$ cat src/logic/light_sensor_pkg.sv
// Shared constants, register layout and field types for the light sensor readout.
// Assumes a 200 MHz system clock and a byte-wide register port from the serial slave.
package light_sensor_pkg;

  ////////////////////////////////////////////////////////////////////////////////////////////////
  // Register offsets.
  localparam logic [7:0] ADDR_CMD_MODE   = 8'h00;
  localparam logic [7:0] ADDR_CMD_RES    = 8'h01;
  localparam logic [7:0] ADDR_RESULT_LO  = 8'h02;
  localparam logic [7:0] ADDR_RESULT_HI  = 8'h03;
  localparam logic [7:0] ADDR_LOWLIM_LO  = 8'h04;
  localparam logic [7:0] ADDR_LOWLIM_HI  = 8'h05;
  localparam logic [7:0] ADDR_UPLIM_LO   = 8'h06;
  localparam logic [7:0] ADDR_UPLIM_HI   = 8'h07;

  ////////////////////////////////////////////////////////////////////////////////////////////////
  // Reset values.
  localparam logic [7:0] RST_CMD         = 8'h00;
  localparam logic [7:0] RST_RESULT      = 8'h00;
  localparam logic [7:0] RST_LOWLIM      = 8'h00;
  localparam logic [7:0] RST_UPLIM       = 8'hff;

  ////////////////////////////////////////////////////////////////////////////////////////////////
  // Field encodings.
  localparam logic [2:0] MODE_POWER_DOWN = 3'h0;
  localparam logic [2:0] MODE_VISIBLE    = 3'h5;
  localparam logic [2:0] MODE_INFRARED   = 3'h6;
  localparam logic [1:0] RES_16          = 2'h0;
  localparam logic [1:0] RES_12          = 2'h1;
  localparam logic [1:0] RES_8           = 2'h2;
  localparam logic [1:0] RES_4           = 2'h3;
  localparam logic [1:0] PERSIST_1       = 2'h0;
  localparam logic [1:0] PERSIST_4       = 2'h1;
  localparam logic [1:0] PERSIST_8       = 2'h2;
  localparam logic [4:0] PERSIST_CNT_1   = 5'h01;
  localparam logic [4:0] PERSIST_CNT_4   = 5'h04;
  localparam logic [4:0] PERSIST_CNT_8   = 5'h08;
  localparam logic [4:0] PERSIST_CNT_16  = 5'h10;

  ////////////////////////////////////////////////////////////////////////////////////////////////
  // Timing.
  localparam int unsigned CLK_RATE_HZ    = 200_000_000;
  localparam int unsigned OSC_RATE_HZ    = 655_000;
  localparam int unsigned OSC_DIV        = CLK_RATE_HZ / OSC_RATE_HZ;

  ////////////////////////////////////////////////////////////////////////////////////////////////
  // Register fields.
  typedef struct packed {
    logic [2:0] mode;
    logic [1:0] zero;
    logic       flag;
    logic [1:0] persist;
  } cmd_mode_t;

  typedef struct packed {
    logic [3:0] zero;
    logic [1:0] resolution;
    logic [1:0] span;
  } cmd_res_t;

  typedef struct packed {
    logic       powered;
    logic       infrared;
    logic [1:0] span;
  } front_end_t;

  // Mask of valid result bits for a resolution code; also the last oscillator cycle index.
  function automatic logic [15:0] res_mask(input logic [1:0] res);
    unique case (res)
      RES_16:  res_mask = 16'hffff;
      RES_12:  res_mask = 16'h0fff;
      RES_8:   res_mask = 16'h00ff;
      default: res_mask = 16'h000f;
    endcase
  endfunction : res_mask

endpackage : light_sensor_pkg

$ cat src/logic/conversion_engine.sv
// Integration timer and charge counter for one conversion at a time.
// Assumes photo_event is a synchronised one-cycle pulse per charge quantum.
`timescale 1ns/100ps
module conversion_engine #(
  parameter int unsigned OSC_DIV = light_sensor_pkg::OSC_DIV
) (
  // Clock and reset.
  input  wire logic        clk,
  input  wire logic        reset,
  // Control.
  input  wire logic        run,
  input  wire logic [1:0]  resolution,
  input  wire logic        photo_event,
  // Result.
  output logic             done_q,
  output logic [15:0]      result_q
);

  if (OSC_DIV < 2 || OSC_DIV > 65535) begin : g_bad_div
    $error("OSC_DIV out of range");
  end

  typedef enum logic [1:0] {
    ST_IDLE  = 2'b01,
    ST_INTEG = 2'b10
  } state_t;

  state_t      state_q;
  logic [15:0] presc_q;
  logic [15:0] cycle_q;
  logic [15:0] charge_q;
  logic [15:0] mask_q;
  logic        tick;
  logic        last_cycle;

  ////////////////////////////////////////////////////////////////////////////////////////////////
  assign tick       = (presc_q == 16'(OSC_DIV - 1));
  assign last_cycle = tick && (cycle_q == mask_q);

  always_ff @(posedge clk) begin
    if (reset || state_q == ST_IDLE || tick) begin
      presc_q <= 16'h0000;
    end else begin
      presc_q <= presc_q + 16'h0001;
    end
  end

  // Resolution is latched at the start so a window is never cut short mid-way.
  always_ff @(posedge clk) begin
    if (reset) begin
      state_q <= ST_IDLE;
      mask_q  <= 16'hffff;
    end else begin
      unique case (state_q)
        ST_IDLE: begin
          if (run) begin
            state_q <= ST_INTEG;
            mask_q  <= light_sensor_pkg::res_mask(resolution);
          end
        end
        ST_INTEG: begin
          if (!run) begin
            state_q <= ST_IDLE;
          end else if (last_cycle) begin
            mask_q <= light_sensor_pkg::res_mask(resolution);
          end
        end
      endcase
    end
  end

  // Window length is two to the n oscillator cycles.
  always_ff @(posedge clk) begin
    if (reset || state_q == ST_IDLE || last_cycle) begin
      cycle_q <= 16'h0000;
    end else if (tick) begin
      cycle_q <= cycle_q + 16'h0001;
    end
  end

  // Charge count saturates at the top of the selected width.
  always_ff @(posedge clk) begin
    if (reset || state_q == ST_IDLE || last_cycle) begin
      charge_q <= 16'h0000;
    end else if (photo_event && charge_q != mask_q) begin
      charge_q <= charge_q + 16'h0001;
    end
  end

  always_ff @(posedge clk) begin
    if (reset) begin
      done_q   <= 1'b0;
      result_q <= 16'h0000;
    end else begin
      done_q <= (state_q == ST_INTEG) && run && last_cycle;
      if ((state_q == ST_INTEG) && run && last_cycle) begin
        result_q <= charge_q & mask_q;
      end
    end
  end

endmodule : conversion_engine

$ cat src/logic/light_sensor_adc_readout.sv
// Measurement control, result registers and threshold interrupt of the light sensor.
// Assumes a serial slave in front of it giving byte reads and writes on the same clock.
//
// Behaviour
// - resolution code sets cycles and result width
// - resolution also sets integration window length
// - span code selects one of four ranges
// - result bytes at 02/03, writes ignored
// - result right-aligned from bit zero
// - every finished conversion overwrites both bytes
// - lower limit at 04/05, reset 00
// - upper limit at 06/07, reset FF
// - window lasts two to n oscillator cycles
// - oscillator nominal 655kHz, counts all windows
// - flag after 1/4/8/16 consecutive outside results
// - mode code: off, visible, infrared, reserved
// - mode register transfer end clears flag
`timescale 1ns/100ps
module light_sensor_adc_readout #(
  parameter int unsigned OSC_DIV = light_sensor_pkg::OSC_DIV
) (
  // Clock and reset.
  input  wire logic        clk,
  input  wire logic        reset,
  // Register port from the serial slave.
  input  wire logic [7:0]  reg_addr,
  input  wire logic        reg_wr,
  input  wire logic [7:0]  reg_wdata,
  input  wire logic        reg_rd,
  input  wire logic        mode_xfer_done,
  output logic [7:0]       reg_rdata_q,
  // Analog front end.
  input  wire logic        photo_pulse_pin,
  output light_sensor_pkg::front_end_t front_end_q,
  // Open-drain interrupt pin.
  output logic             irq_out_q,
  output logic             irq_oe_n_q
);

  light_sensor_pkg::cmd_mode_t cmd_mode_q;
  light_sensor_pkg::cmd_res_t  cmd_res_q;
  logic [15:0] result_q;
  logic [15:0] lower_limit_q;
  logic [15:0] upper_limit_q;
  logic [4:0]  persist_cnt_q;
  logic [4:0]  persist_need;
  logic [2:0]  photo_sync_q;
  logic        photo_level_q;
  logic        photo_event;
  logic        run;
  logic        conv_done;
  logic [15:0] conv_result;
  logic        outside;
  logic        flag_set;

  ////////////////////////////////////////////////////////////////////////////////////////////////
  // Photodiode pulse pin crosses in through three flops.
  always_ff @(posedge clk) begin
    if (reset) begin
      photo_sync_q <= 3'h0;
    end else begin
      photo_sync_q <= {photo_sync_q[1:0], photo_pulse_pin};
    end
  end

  // A level only counts once the second and third stages agree.
  always_ff @(posedge clk) begin
    if (reset) begin
      photo_level_q <= 1'b0;
    end else if (photo_sync_q[1] == photo_sync_q[2]) begin
      photo_level_q <= photo_sync_q[2];
    end
  end

  assign photo_event = photo_sync_q[1] && photo_sync_q[2] && !photo_level_q;

  ////////////////////////////////////////////////////////////////////////////////////////////////
  // Reserved mode codes are treated like power-down so nothing runs on an undefined setting.
  assign run = (cmd_mode_q.mode == light_sensor_pkg::MODE_VISIBLE) ||
               (cmd_mode_q.mode == light_sensor_pkg::MODE_INFRARED);

  conversion_engine #(
    .OSC_DIV (OSC_DIV)
  ) u_engine (
    .clk         (clk),
    .reset       (reset),
    .run         (run),
    .resolution  (cmd_res_q.resolution),
    .photo_event (photo_event),
    .done_q      (conv_done),
    .result_q    (conv_result)
  );

  ////////////////////////////////////////////////////////////////////////////////////////////////
  // Mode register; the flag bit is owned by hardware.
  always_ff @(posedge clk) begin
    if (reset) begin
      cmd_mode_q.mode    <= light_sensor_pkg::MODE_POWER_DOWN;
      cmd_mode_q.zero    <= 2'h0;
      cmd_mode_q.persist <= light_sensor_pkg::PERSIST_1;
    end else if (reg_wr && reg_addr == light_sensor_pkg::ADDR_CMD_MODE) begin
      cmd_mode_q.mode    <= reg_wdata[7:5];
      cmd_mode_q.persist <= reg_wdata[1:0];
    end
  end

  always_ff @(posedge clk) begin
    if (reset) begin
      cmd_res_q <= light_sensor_pkg::RST_CMD;
    end else if (reg_wr && reg_addr == light_sensor_pkg::ADDR_CMD_RES) begin
      cmd_res_q.zero       <= 4'h0;
      cmd_res_q.resolution <= reg_wdata[3:2];
      cmd_res_q.span       <= reg_wdata[1:0];
    end
  end

  ////////////////////////////////////////////////////////////////////////////////////////////////
  // Limits.
  always_ff @(posedge clk) begin
    if (reset) begin
      lower_limit_q <= {light_sensor_pkg::RST_LOWLIM, light_sensor_pkg::RST_LOWLIM};
    end else if (reg_wr && reg_addr == light_sensor_pkg::ADDR_LOWLIM_LO) begin
      lower_limit_q[7:0] <= reg_wdata;
    end else if (reg_wr && reg_addr == light_sensor_pkg::ADDR_LOWLIM_HI) begin
      lower_limit_q[15:8] <= reg_wdata;
    end
  end

  always_ff @(posedge clk) begin
    if (reset) begin
      upper_limit_q <= {light_sensor_pkg::RST_UPLIM, light_sensor_pkg::RST_UPLIM};
    end else if (reg_wr && reg_addr == light_sensor_pkg::ADDR_UPLIM_LO) begin
      upper_limit_q[7:0] <= reg_wdata;
    end else if (reg_wr && reg_addr == light_sensor_pkg::ADDR_UPLIM_HI) begin
      upper_limit_q[15:8] <= reg_wdata;
    end
  end

  ////////////////////////////////////////////////////////////////////////////////////////////////
  // Result is written as one word, so its two bytes never mix conversions; bus writes never
  // reach it.
  always_ff @(posedge clk) begin
    if (reset) begin
      result_q <= {light_sensor_pkg::RST_RESULT, light_sensor_pkg::RST_RESULT};
    end else if (conv_done) begin
      result_q <= conv_result;
    end
  end

  ////////////////////////////////////////////////////////////////////////////////////////////////
  // Persistence counting of consecutive results outside the window.
  assign outside = (conv_result < lower_limit_q) || (conv_result > upper_limit_q);

  always_comb begin
    unique case (cmd_mode_q.persist)
      light_sensor_pkg::PERSIST_1: persist_need = light_sensor_pkg::PERSIST_CNT_1;
      light_sensor_pkg::PERSIST_4: persist_need = light_sensor_pkg::PERSIST_CNT_4;
      light_sensor_pkg::PERSIST_8: persist_need = light_sensor_pkg::PERSIST_CNT_8;
      default:                     persist_need = light_sensor_pkg::PERSIST_CNT_16;
    endcase
  end

  always_ff @(posedge clk) begin
    if (reset || !run) begin
      persist_cnt_q <= 5'h00;
    end else if (conv_done) begin
      if (!outside) begin
        persist_cnt_q <= 5'h00;
      end else if (persist_cnt_q < persist_need) begin
        persist_cnt_q <= persist_cnt_q + 5'h01;
      end
    end
  end

  assign flag_set = conv_done && outside && (persist_cnt_q + 5'h01 >= persist_need);

  // A new trigger in the same cycle as the clearing transfer keeps the flag set.
  always_ff @(posedge clk) begin
    if (reset) begin
      cmd_mode_q.flag <= 1'b0;
    end else if (flag_set) begin
      cmd_mode_q.flag <= 1'b1;
    end else if (mode_xfer_done) begin
      cmd_mode_q.flag <= 1'b0;
    end
  end

  // Pin follows the flag one cycle later; it is low-driven only, never driven high.
  always_ff @(posedge clk) begin
    if (reset) begin
      irq_out_q  <= 1'b0;
      irq_oe_n_q <= 1'b1;
    end else begin
      irq_out_q  <= 1'b0;
      irq_oe_n_q <= !cmd_mode_q.flag;
    end
  end

  ////////////////////////////////////////////////////////////////////////////////////////////////
  // Front-end controls.
  always_ff @(posedge clk) begin
    if (reset) begin
      front_end_q <= '0;
    end else begin
      front_end_q.powered  <= run;
      front_end_q.infrared <= (cmd_mode_q.mode == light_sensor_pkg::MODE_INFRARED);
      front_end_q.span     <= cmd_res_q.span;
    end
  end

  ////////////////////////////////////////////////////////////////////////////////////////////////
  // Read data; unmapped addresses read zero.
  always_ff @(posedge clk) begin
    if (reset) begin
      reg_rdata_q <= 8'h00;
    end else if (reg_rd) begin
      unique case (reg_addr)
        light_sensor_pkg::ADDR_CMD_MODE:  reg_rdata_q <= cmd_mode_q;
        light_sensor_pkg::ADDR_CMD_RES:   reg_rdata_q <= cmd_res_q;
        light_sensor_pkg::ADDR_RESULT_LO: reg_rdata_q <= result_q[7:0];
        light_sensor_pkg::ADDR_RESULT_HI: reg_rdata_q <= result_q[15:8];
        light_sensor_pkg::ADDR_LOWLIM_LO: reg_rdata_q <= lower_limit_q[7:0];
        light_sensor_pkg::ADDR_LOWLIM_HI: reg_rdata_q <= lower_limit_q[15:8];
        light_sensor_pkg::ADDR_UPLIM_LO:  reg_rdata_q <= upper_limit_q[7:0];
        light_sensor_pkg::ADDR_UPLIM_HI:  reg_rdata_q <= upper_limit_q[15:8];
        default:                          reg_rdata_q <= 8'h00;
      endcase
    end
  end

endmodule : light_sensor_adc_readout

$ cat config.mk
export PLATFORM = sky130hd
export DESIGN_NAME = light_sensor_adc_readout
export DESIGN_NICKNAME = d
export VERILOG_FILES = /design/src/logic/light_sensor_pkg.sv /design/src/logic/conversion_engine.sv /design/src/logic/light_sensor_adc_readout.sv
export SDC_FILE = /design/constraint.sdc
export NUM_CORES = 1
export LEC_CHECK = 0
export BUFFER_PORTS_ARGS = -buffer_cell sky130_fd_sc_hd__clkbuf_2
export CAP_MARGIN = 20
export CORE_MARGIN = 4
export CORE_UTILIZATION = 30
export CTS_BUF_LIST = sky130_fd_sc_hd__clkbuf_4
export DETAILED_ROUTE_END_ITERATION = 16
export GPL_TIMING_DRIVEN = 0
export SLEW_MARGIN = 20
export SYNTH_ARGS = -nofsm -noshare
export SYNTH_HDL_FRONTEND = slang
export SYNTH_HIERARCHICAL = 1
export SYNTH_SLANG_ARGS = --single-unit
export TNS_END_PERCENT = 50
$ cat constraint.sdc
create_clock -name clk -period 2.55 [get_ports clk]
set_input_delay 0.3825 -clock clk [delete_from_list [all_inputs] [get_ports clk]]
set_output_delay 0.3825 -clock clk [all_outputs]
set_load 0.005 [all_outputs]
======== Word-level counts from Yosys, hierarchy flattened ========
Index checks and enable logic that the tools add are counted.
word-level totals
  bits of input ports ..................... 22
  word-level logic and storage cells ...... 106
  memories kept ........................... 0
  latch bits .............................. 0
  ROM bits ................................ 0
  register bits after elaboration ......... 163
  memory bits (writable) .................. 0
operators by class
  $lt $le $gt $ge ......................... 4
  div/mod/pow operators ................... 0
  eq/ne operators ......................... 24
  bitwise operators ....................... 3
  add/subtract/negate cells ............... 4
  multiplexer cells ....................... 14
  $mul .................................... 0
  reduce and logical (&&, ||, !) cells .... 32
  shifts and indexed selects .............. 0
operator list
  operator                                        number
  case mux 8 bit (8 select lines)                 1
  adder 16 x 1 -> 16 bit, second input constant   3
  two-way mux 16 bit                              3
  case mux 16 bit (3 select lines)                1
  == test 8 x 3 -> 1 bit, second input constant   4
  case mux 16 bit (2 select lines)                1
  bitwise AND 16 bit                              1
  == test 16 bit                                  1
  == test 16 x 9 -> 1 bit, second input constant  1
  == test 8 x 2 -> 1 bit, second input constant   2
  greater-than comparator 16 bit                  1
  < comparator 16 bit                             1
  != test 16 bit                                  1
  case mux 5 bit (3 select lines)                 1
  logical AND 1 bit                               14
  two-way mux 5 bit                               2
  == test 8 x 1 -> 1 bit, second input constant   1
  zero test 8 bit                                 1
  != test 2 x 1 -> 1 bit, second input constant   4
  AND reduction 2 bit                             4
  == test 2 x 1 -> 1 bit, second input constant   3
  == test 2 bit, second input constant            3
  == test 3 bit, second input constant            2
  logical OR 1 bit                                6
  13 further kinds                                19

======== Longest topological paths before layout ========
Gate-level depths: netlist of run 1.
  depth in word-level cells ............... 5
  gate-level depth with buffers ........... 10
  mapped depth without buffers ............ 8

======== Cells and area by module ========
The synthesis of run 1 kept the hierarchy.
by module, submodules not included
  module                    area an instance (um^2)  cells each  times used
  light_sensor_adc_readout  4420.5                   476         1
  conversion_engine         3208.1                   342         1

======== Worst setup path before layout of run 1 ========
Ideal clock, no wire load.
  kind .................................... input-to-reg
  start point ............................. in reg_addr[4]
  end point ............................... reg upper_limit_q[6]
  slack ................................... 494 ps
  buffers on the path ..................... 1
  library setup time ...................... 120 ps
  required time ........................... 2430 ps
  stages .................................. 7
  arrival time ............................ 1936 ps
  path through ............................ or4_4 > nor2_4 > nand3_4 > nor3b_4 > buf_6 > nor2_1 > a211o_1
between the ends
  longest elaborated chain between the ends .. 2
RTL lines
  element                 RTL line                         RTL
  start: declaration      light_sensor_adc_readout.sv:26   input wire logic [7:0] reg_addr,
  == test 8 x 3 -> 1 bit  light_sensor_adc_readout.sv:132  end else if (reg_wr && reg_addr == light_sensor_pkg::ADDR_UPLIM_LO) begin
  logical AND 1 bit       light_sensor_adc_readout.sv:132
  end signal: assignment  light_sensor_adc_readout.sv:131  upper_limit_q <= {light_sensor_pkg::RST_UPLIM, light_sensor_pkg::RST_UPLIM};
  end signal: assignment  light_sensor_adc_readout.sv:133  upper_limit_q[7:0] <= reg_wdata;
  end: declaration        light_sensor_adc_readout.sv:44   logic [15:0] upper_limit_q;
No other way between the ends.
A chain may end at the register's enable or synchronous reset.

======== Worst setup path after layout of run 1 ========
  start point ............................. reg u_engine.result_q[7]
  end point ............................... reg persist_cnt_q[0]
between the ends
  longest elaborated chain between the ends .. 4
RTL lines
  element                                                                RTL line                         RTL
  start: declaration                                                     conversion_engine.sv:16          output logic [15:0] result_q
  start signal: assignment                                               conversion_engine.sv:97          result_q <= charge_q & mask_q;
  < comparator 16 bit or greater-than comparator 16 bit (tied branches)  light_sensor_adc_readout.sv:152  assign outside = (conv_result < lower_limit_q) || (conv_result > upper_limit_q);
  logical OR 1 bit *                                                     light_sensor_adc_readout.sv:152
  != test 2 x 1 -> 1 bit (no line)                                       -
  AND reduction 2 bit (no line)                                          -
  end signal: assignment                                                 light_sensor_adc_readout.sv:170  persist_cnt_q <= persist_cnt_q + 5'h01;
  end: declaration                                                       light_sensor_adc_readout.sv:45   logic [4:0] persist_cnt_q;
Every way passes the cells marked *; elsewhere a longest branch is shown, timed or not.

==> results.sh, run 1 <==
export IMPL_drive_gt1_share_pct=11.9
export IMPL_r2r_slack_ps=200
export IMPL_layout_setup_ws_ps=203
export IMPL_wl_per_cell_um=15.2
export IMPL_synthToLayoutAreaGrowth_pct=11.7
export IMPL_die_w_um=167
export IMPL_antenna_found_initial=1
export IMPL_hp_start="photo_pulse_pin"
export IMPL_clk_latency_ps=550
export IMPL_cts_buffers=17
export IMPL_portBuffers=33
export IMPL_status="finished clean"
export IMPL_rsz0062_at_grt="false"
export IMPL_min_period_ps=2350
export IMPL_gp_congestion=0.889
export IMPL_synthDistinctLibCells=64
export IMPL_fillCellCount=2632
export IMPL_design_portCount=36
export IMPL_async_flop_share_pct=0
export IMPL_r2r_start="u_engine/result_q[7]"
export IMPL_worstSetupEndpointType="flop"
export IMPL_worstSetupStartpointType="flop"
export IMPL_syn_avg_cell_area_um2=9.33
export IMPL_grt_overflow=0
export IMPL_finalMaxSlewViolations=0
export IMPL_die_area_um2=28000
export IMPL_clock_root_buffer="clkbuf_4"
export IMPL_synth_seq_cells=150
export IMPL_drt_vias_per_instance=4.81
export IMPL_place_inst=1181
export IMPL_cts_setup_buffers=0
export IMPL_cts_sinks=150
export IMPL_synth_warnings=6
export IMPL_slew_headroom_pct=48.7
export IMPL_finalNonFillerCells=1216
export IMPL_drt_iter0_markers=373
export IMPL_crit_start="u_engine/result_q[7]"
export IMPL_drc_errors=0
export IMPL_cts_tree="done"
export IMPL_place_ws_ps=132
export IMPL_seq_area_frac_synth_pct=39.4
export IMPL_cp_data_arrival_time_ps=2740
export IMPL_cap_violations=0
export IMPL_final_cell_mix="150 x nor2_1, 150 x dfxtp_1, 69 x mux2i_1, 57 x ha_1, 44 x inv_1"
export IMPL_worst_slew_pin_slew_ps=769
export IMPL_cts_buffer_depth=2
export IMPL_grt_max_degree=17
export IMPL_multi_input_area_um2=4290
export IMPL_rows=58
export IMPL_htreeDepth=4
export IMPL_synth_cells=818
export IMPL_hp_class="input port to flop"
export IMPL_grt_use_total_pct=13.4
export IMPL_required_ps=2940
export IMPL_ant_nets=0
export IMPL_fin_tns_setup_ps=0
export IMPL_wl_mm=18.4
export IMPL_clk_pin_slew_ps=120
export IMPL_fin_crit_sh_pct=92.1
export IMPL_core_area_um2=25100
export IMPL_netlist_area_um2=7630
export IMPL_die_y_um=167
export IMPL_path_class="flop to flop"
export IMPL_hold_viol=0
export IMPL_grt_pass1_vias=5645
export IMPL_hpwl_mm=13.7
export IMPL_powerDensity_nw_per_um2=483
export IMPL_seq_area_um2=3000
export IMPL_initial_core_util_pct=30.4
export IMPL_syn_num_nets=897
export IMPL_worst_path_max_fanout=6
export IMPL_ys_flop_type="dfxtp_1"
export IMPL_p_leak_nw=3.33
export IMPL_synth_edf_count=0
export IMPL_layout_nets=950
export IMPL_setup_violations=0
export IMPL_first_pass_iters=5
export IMPL_skew_ps=26.8
export IMPL_peakVddDrop_v=0.000232
export IMPL_grt_pass1_wl_mm=30.0
export IMPL_via_count=5849
export IMPL_fmax_mhz=426
## synth_stat cells, types with 2 or more instances
library cell	number	area, um2
dfxtp_1	150	3000
nor2_1	150	563
mux2i_1	69	691
ha_1	57	713
inv_1	44	165
nand2_1	43	161
nand3_1	36	180
xor2_1	27	236
a21oi_1	26	130
xnor2_1	23	201
clkbuf_1	17	63.8
nand4_1	13	81.3
a211o_1	12	105
nor2b_1	12	75.1
o21ai_0	11	55.1
and3_1	8	50.1
mux4_2	8	180
nand2b_1	8	50.1
nor3_1	7	35.0
a211oi_1	6	45.0
and4_1	6	52.6
buf_2	6	30.0
nor4_1	6	37.5
a2111oi_0	5	43.8
a211o_2	4	40.0
a21o_1	4	30.0
a221oi_1	4	35.0
a2bb2oi_1	3	26.3
buf_1	3	11.3
nor2_4	3	33.8
nor3b_1	3	22.5
nor4_4	3	63.8
o211ai_1	3	22.5
o21a_1	3	22.5
a22o_1	2	17.5
buf_4	2	15.0
buf_6	2	22.5
nor3_2	2	20.0
nor4bb_1	2	20.0
## worst paths after layout
| kind | cells past startpoint | endpoint |
|---|---|---|
| min reg2reg | 1 | irq_oe_n_q |
| min | 2 | photo_sync_q[0] |
| max reg2reg | 7 | persist_cnt_q[0] |
| max | 7 | persist_cnt_q[0] |
## area by class of cell
| class | count | share of cell area [%] |
|---|---|---|
| multi-input cells | 592 | 50.4 |
| flip-flops and latches | 150 | 35.3 |
| well taps | 330 | 4.85 |
| repair buffers | 34 | 2.06 |
| plain buffers | 32 | 2.01 |
| inverters | 44 | 1.94 |
| clock inverters | 14 | 1.88 |
| clock buffers | 18 | 1.59 |
| diodes | 2 | 0.0588 |
## metal layers
| metal | wire (um) | vias to the layer above | share of wire [%] | GRT usage (%) |
|---|---|---|---|---|
| met4 | 354 | 0 | 1.9 | 3.92 |
| met3 | 876 | 26 | 4.8 | 2.93 |
| li1 | - | 2963 | - | - |
| met5 | 0 | - | 0 | 0 |
| met2 | 8310 | 142 | 45 | 21.2 |
| met1 | 8890 | 2718 | 48 | 18.3 |
## registers in the layout, summed over array words and instances, names as in the netlist, 5 cells and up
signal             cells
upper_limit_q         16
u_engine/presc_q      16
cmd_mode_q             6
u_engine/cycle_q      16
reg_rdata_q            8
u_engine/result_q     16
u_engine/charge_q     16
lower_limit_q         16
persist_cnt_q          5
result_q              16
## power breakdown
part	total (W)	leakage, nW	internal, W	switching [W]
clock	0.00155	0.149	0.000680	0.000874
combinational	0.000199	1.97	0.0000642	0.000135
sequential	0.00236	1.21	0.00235	0.00000606
## worst max-delay path, cell delays in order, from the launching register on
cell	delay, ps
dfxtp_1	510
ha_1	320
a21oi_1	160
o21a_1	150
o221ai_1	110
a2111oi_0	520
o21a_2	320
a211oi_1	100
## cells by family (layout without fill, tap and decap cells)
| kind of cell | count (synthesis) | in the layout | synth area share, % |
|---|---|---|---|
| xor+xnor | 50 | 50 | 5.74 |
| mux | 78 | 78 | 11.6 |
| compound gates | 90 | 90 | 8.22 |
| flops | 150 | 150 | 39.4 |
| simple gates | 316 | 316 | 21.3 |
| fa+ha+maj | 57 | 57 | 9.35 |
| buf+inv | 76 | 142 | 4.41 |
| other cells | 1 | 3 | 0.0492 |
## metrics by stage
step / instance area (um2) / hold slack, ps / total power [W] / util (%)
after floorplan: 7630 / 388 / 0.00253 / -
after global placement: 8210 / 432 / 0.00261 / 32.7
after detailed placement: 8210 / 418 / 0.00261 / 32.7
after CTS: 8510 / 6.96 / 0.00416 / 33.9
after global routing: 8520 / 29.8 / 0.00429 / 33.9
final: 8520 / 55.3 / 0.00411 / 33.9
## repair_timing
action                                  in CTS  in global routing
hold buffers                                 1                  0
endpoints found under the hold margin        1                  0
resized for setup                            0                  1
endpoints found under the setup margin       0                  4
Power figures use the tool's default switching activity.
==> run 2, diff against run 1 <==
--- a/config.mk
+++ b/config.mk
@@ -8,10 +8,11 @@
 export BUFFER_PORTS_ARGS = -buffer_cell sky130_fd_sc_hd__clkbuf_2
 export CAP_MARGIN = 20
 export CORE_MARGIN = 4
-export CORE_UTILIZATION = 30
+export CORE_UTILIZATION = 60
 export CTS_BUF_LIST = sky130_fd_sc_hd__clkbuf_4
 export DETAILED_ROUTE_END_ITERATION = 16
 export GPL_TIMING_DRIVEN = 0
+export PLACE_DENSITY = 0.78
 export SLEW_MARGIN = 20
 export SYNTH_ARGS = -nofsm -noshare
 export SYNTH_HDL_FRONTEND = slang
==> run 2 against run 1 <==
Core utilization up 35 points. Final cell count down 13%. Critical endpoint is now persist_cnt_q[3]. Non-clock buffer count up 1. Highest routed layer unchanged.
==> results.sh, run 2 (synthesized netlist as in run 1, its figures left out) <==
export IMPL_status="finished clean"
export IMPL_seq_area_um2=3000
export IMPL_synthToLayoutAreaGrowth_pct=9.66
export IMPL_fillCellCount=987
export IMPL_die_area_um2=14600
export IMPL_cap_violations=0
export IMPL_fin_crit_sh_pct=94.5
export IMPL_grt_max_degree=17
export IMPL_slew_headroom_pct=49.9
export IMPL_die_y_um=121
export IMPL_wl_mm=18.2
export IMPL_cts_setup_buffers=0
export IMPL_rows=40
export IMPL_place_ws_ps=208
export IMPL_min_period_ps=2410
export IMPL_cts_tree="done"
export IMPL_via_count=6164
export IMPL_cp_top_family="compound AO/OA/AOI/OAI gates"
export IMPL_hp_class="input port to flop"
export IMPL_design_portCount=36
export IMPL_clk_latency_ps=560
export IMPL_wl_per_cell_um=17.3
export IMPL_drt_vias_per_instance=5.86
export IMPL_first_pass_iters=5
export IMPL_cts_buffers=17
export IMPL_grt_use_total_pct=25.9
export IMPL_clk_pin_slew_ps=130
export IMPL_post_route_util_pct=68.5
export IMPL_gp_congestion=0.945
export IMPL_slowest_stage="dfxtp_1"
export IMPL_core_area_um2=12200
export IMPL_path_class="flop to flop"
export IMPL_hold_viol=0
export IMPL_worstSetupStartpointType="flop"
export IMPL_worstSetupEndpointType="flop"
export IMPL_required_ps=2970
export IMPL_hpwl_mm=13.7
export IMPL_portBuffers=33
export IMPL_grt_overflow=0
export IMPL_ant_nets=0
export IMPL_drc_errors=0
export IMPL_powerDensity_nw_per_um2=514
export IMPL_cts_sinks=150
export IMPL_htreeDepth=4
export IMPL_setup_violations=0
export IMPL_skew_ps=18.0
export IMPL_crit_chain="ha_1, a21oi_1, o21a_1, o221ai_1, a2111oi_0, o21a_1, a211oi_1"
export IMPL_layout_nets=951
export IMPL_rsz0062_at_grt="false"
export IMPL_diodes=0
export IMPL_cts_buffer_depth=2
export IMPL_layout_setup_ws_ps=141
export IMPL_grt_pass1_wl_mm=29.6
export IMPL_max_stage_delay_ps=550
export IMPL_peakVddDrop_v=0.000267
export IMPL_cp_common_cell="o21a_1"
export IMPL_fmax_mhz=415
export IMPL_drt_iter0_markers=493
export IMPL_fin_tns_setup_ps=0
export IMPL_worst_path_max_fanout=6
export IMPL_die_w_um=121
export IMPL_cp_data_arrival_time_ps=2830
export IMPL_final_cell_mix="150 x nor2_1, 149 x dfxtp_1, 69 x mux2i_1, 57 x ha_1, 44 x inv_1"
export IMPL_p_leak_nw=3.36
export IMPL_grt_pass1_vias=5950
export IMPL_worst_slew_pin_slew_ps=751
export IMPL_drive_gt1_share_pct=12.0
export IMPL_antenna_found_initial=0
export IMPL_finalMaxSlewViolations=0
export IMPL_final_common_cell="nor2_1"
export IMPL_cp_num_buf_inv=0
export IMPL_initial_core_util_pct=62.5
export IMPL_multi_input_area_um2=4290
export IMPL_clock_root_buffer="clkbuf_4"
[run 2: cell count changes in the layout (fill, tap and decap cells not counted), sizes merged]
cell | previous run | this run
bufinv | 3 | 5
clkinv | 7 | 4
clkinvlp | 4 | 3
diode | 2 | 0
dlygate4sd3 | 1 | 2
inv | 44 | 45
[run 2: stage by stage]
step                hold slack (ps)  instance area [um2]  instances  power (W)
global route                   75.5                 8370       1052    0.00445
floorplan                       388                 7630        818    0.00253
CTS                            60.0                 8360       1052    0.00432
finish                         92.8                 8370       1052    0.00430
detailed placement              439                 8000       1019    0.00261
global placement                427                 8000       1019    0.00260
[run 2: worst paths after layout]
check	start	cells past startpoint	slack (ps)	endpoint
setup / recovery	u_engine/result_q[7]	7	140	persist_cnt_q[3]
hold reg to reg	photo_sync_q[0]	1	470	photo_sync_q[1]
setup reg to reg	u_engine/result_q[7]	7	140	persist_cnt_q[3]
hold / removal	reg_rd	3	90	reg_rdata_q[5]
[run 2: where the power goes]
| part | internal [W] | total (W) | switching (W) |
|---|---|---|---|
| registers | 0.00235 | 0.00236 | 0.00000614 |
| logic | 0.0000652 | 0.000201 | 0.000135 |
| clock network | 0.000880 | 0.00174 | 0.000858 |
| total | 0.00330 | 0.00430 | 0.000999 |
[run 2: worst min-delay path, delay by kind of cell]
kind | cells | cell delay [ps]
buffers and inverters | 1 | 100
and+or+nand+nor | 1 | 70
AOI/OAI and AO/OA | 1 | 60
[run 2: cell type report]
| type | instances | share of cell area, % |
|---|---|---|
| Tap cell | 168 | 2.51 |
| Timing Repair Buffer | 35 | 2.21 |
| Multi-Input combinational cell | 592 | 51.3 |
| Sequential cell | 150 | 35.9 |
| Clock buffer | 18 | 1.62 |
| Clock inverter | 13 | 2.45 |
| Buffer | 32 | 2.05 |
| Inverter | 44 | 1.97 |
[run 2: routing by layer]
metal,track usage (%),share of wire [%]
met1,33.7,43
met2,42.0,46
met3,5.61,7.5
met5,0,0
met4,10.6,3.0
[run 2: timing repair]
item	4_1_cts	5_1_grt
endpoints found under the hold margin	2	0
setup endpoints to repair	0	3
hold buffers	2	0
gates resized for setup	0	1
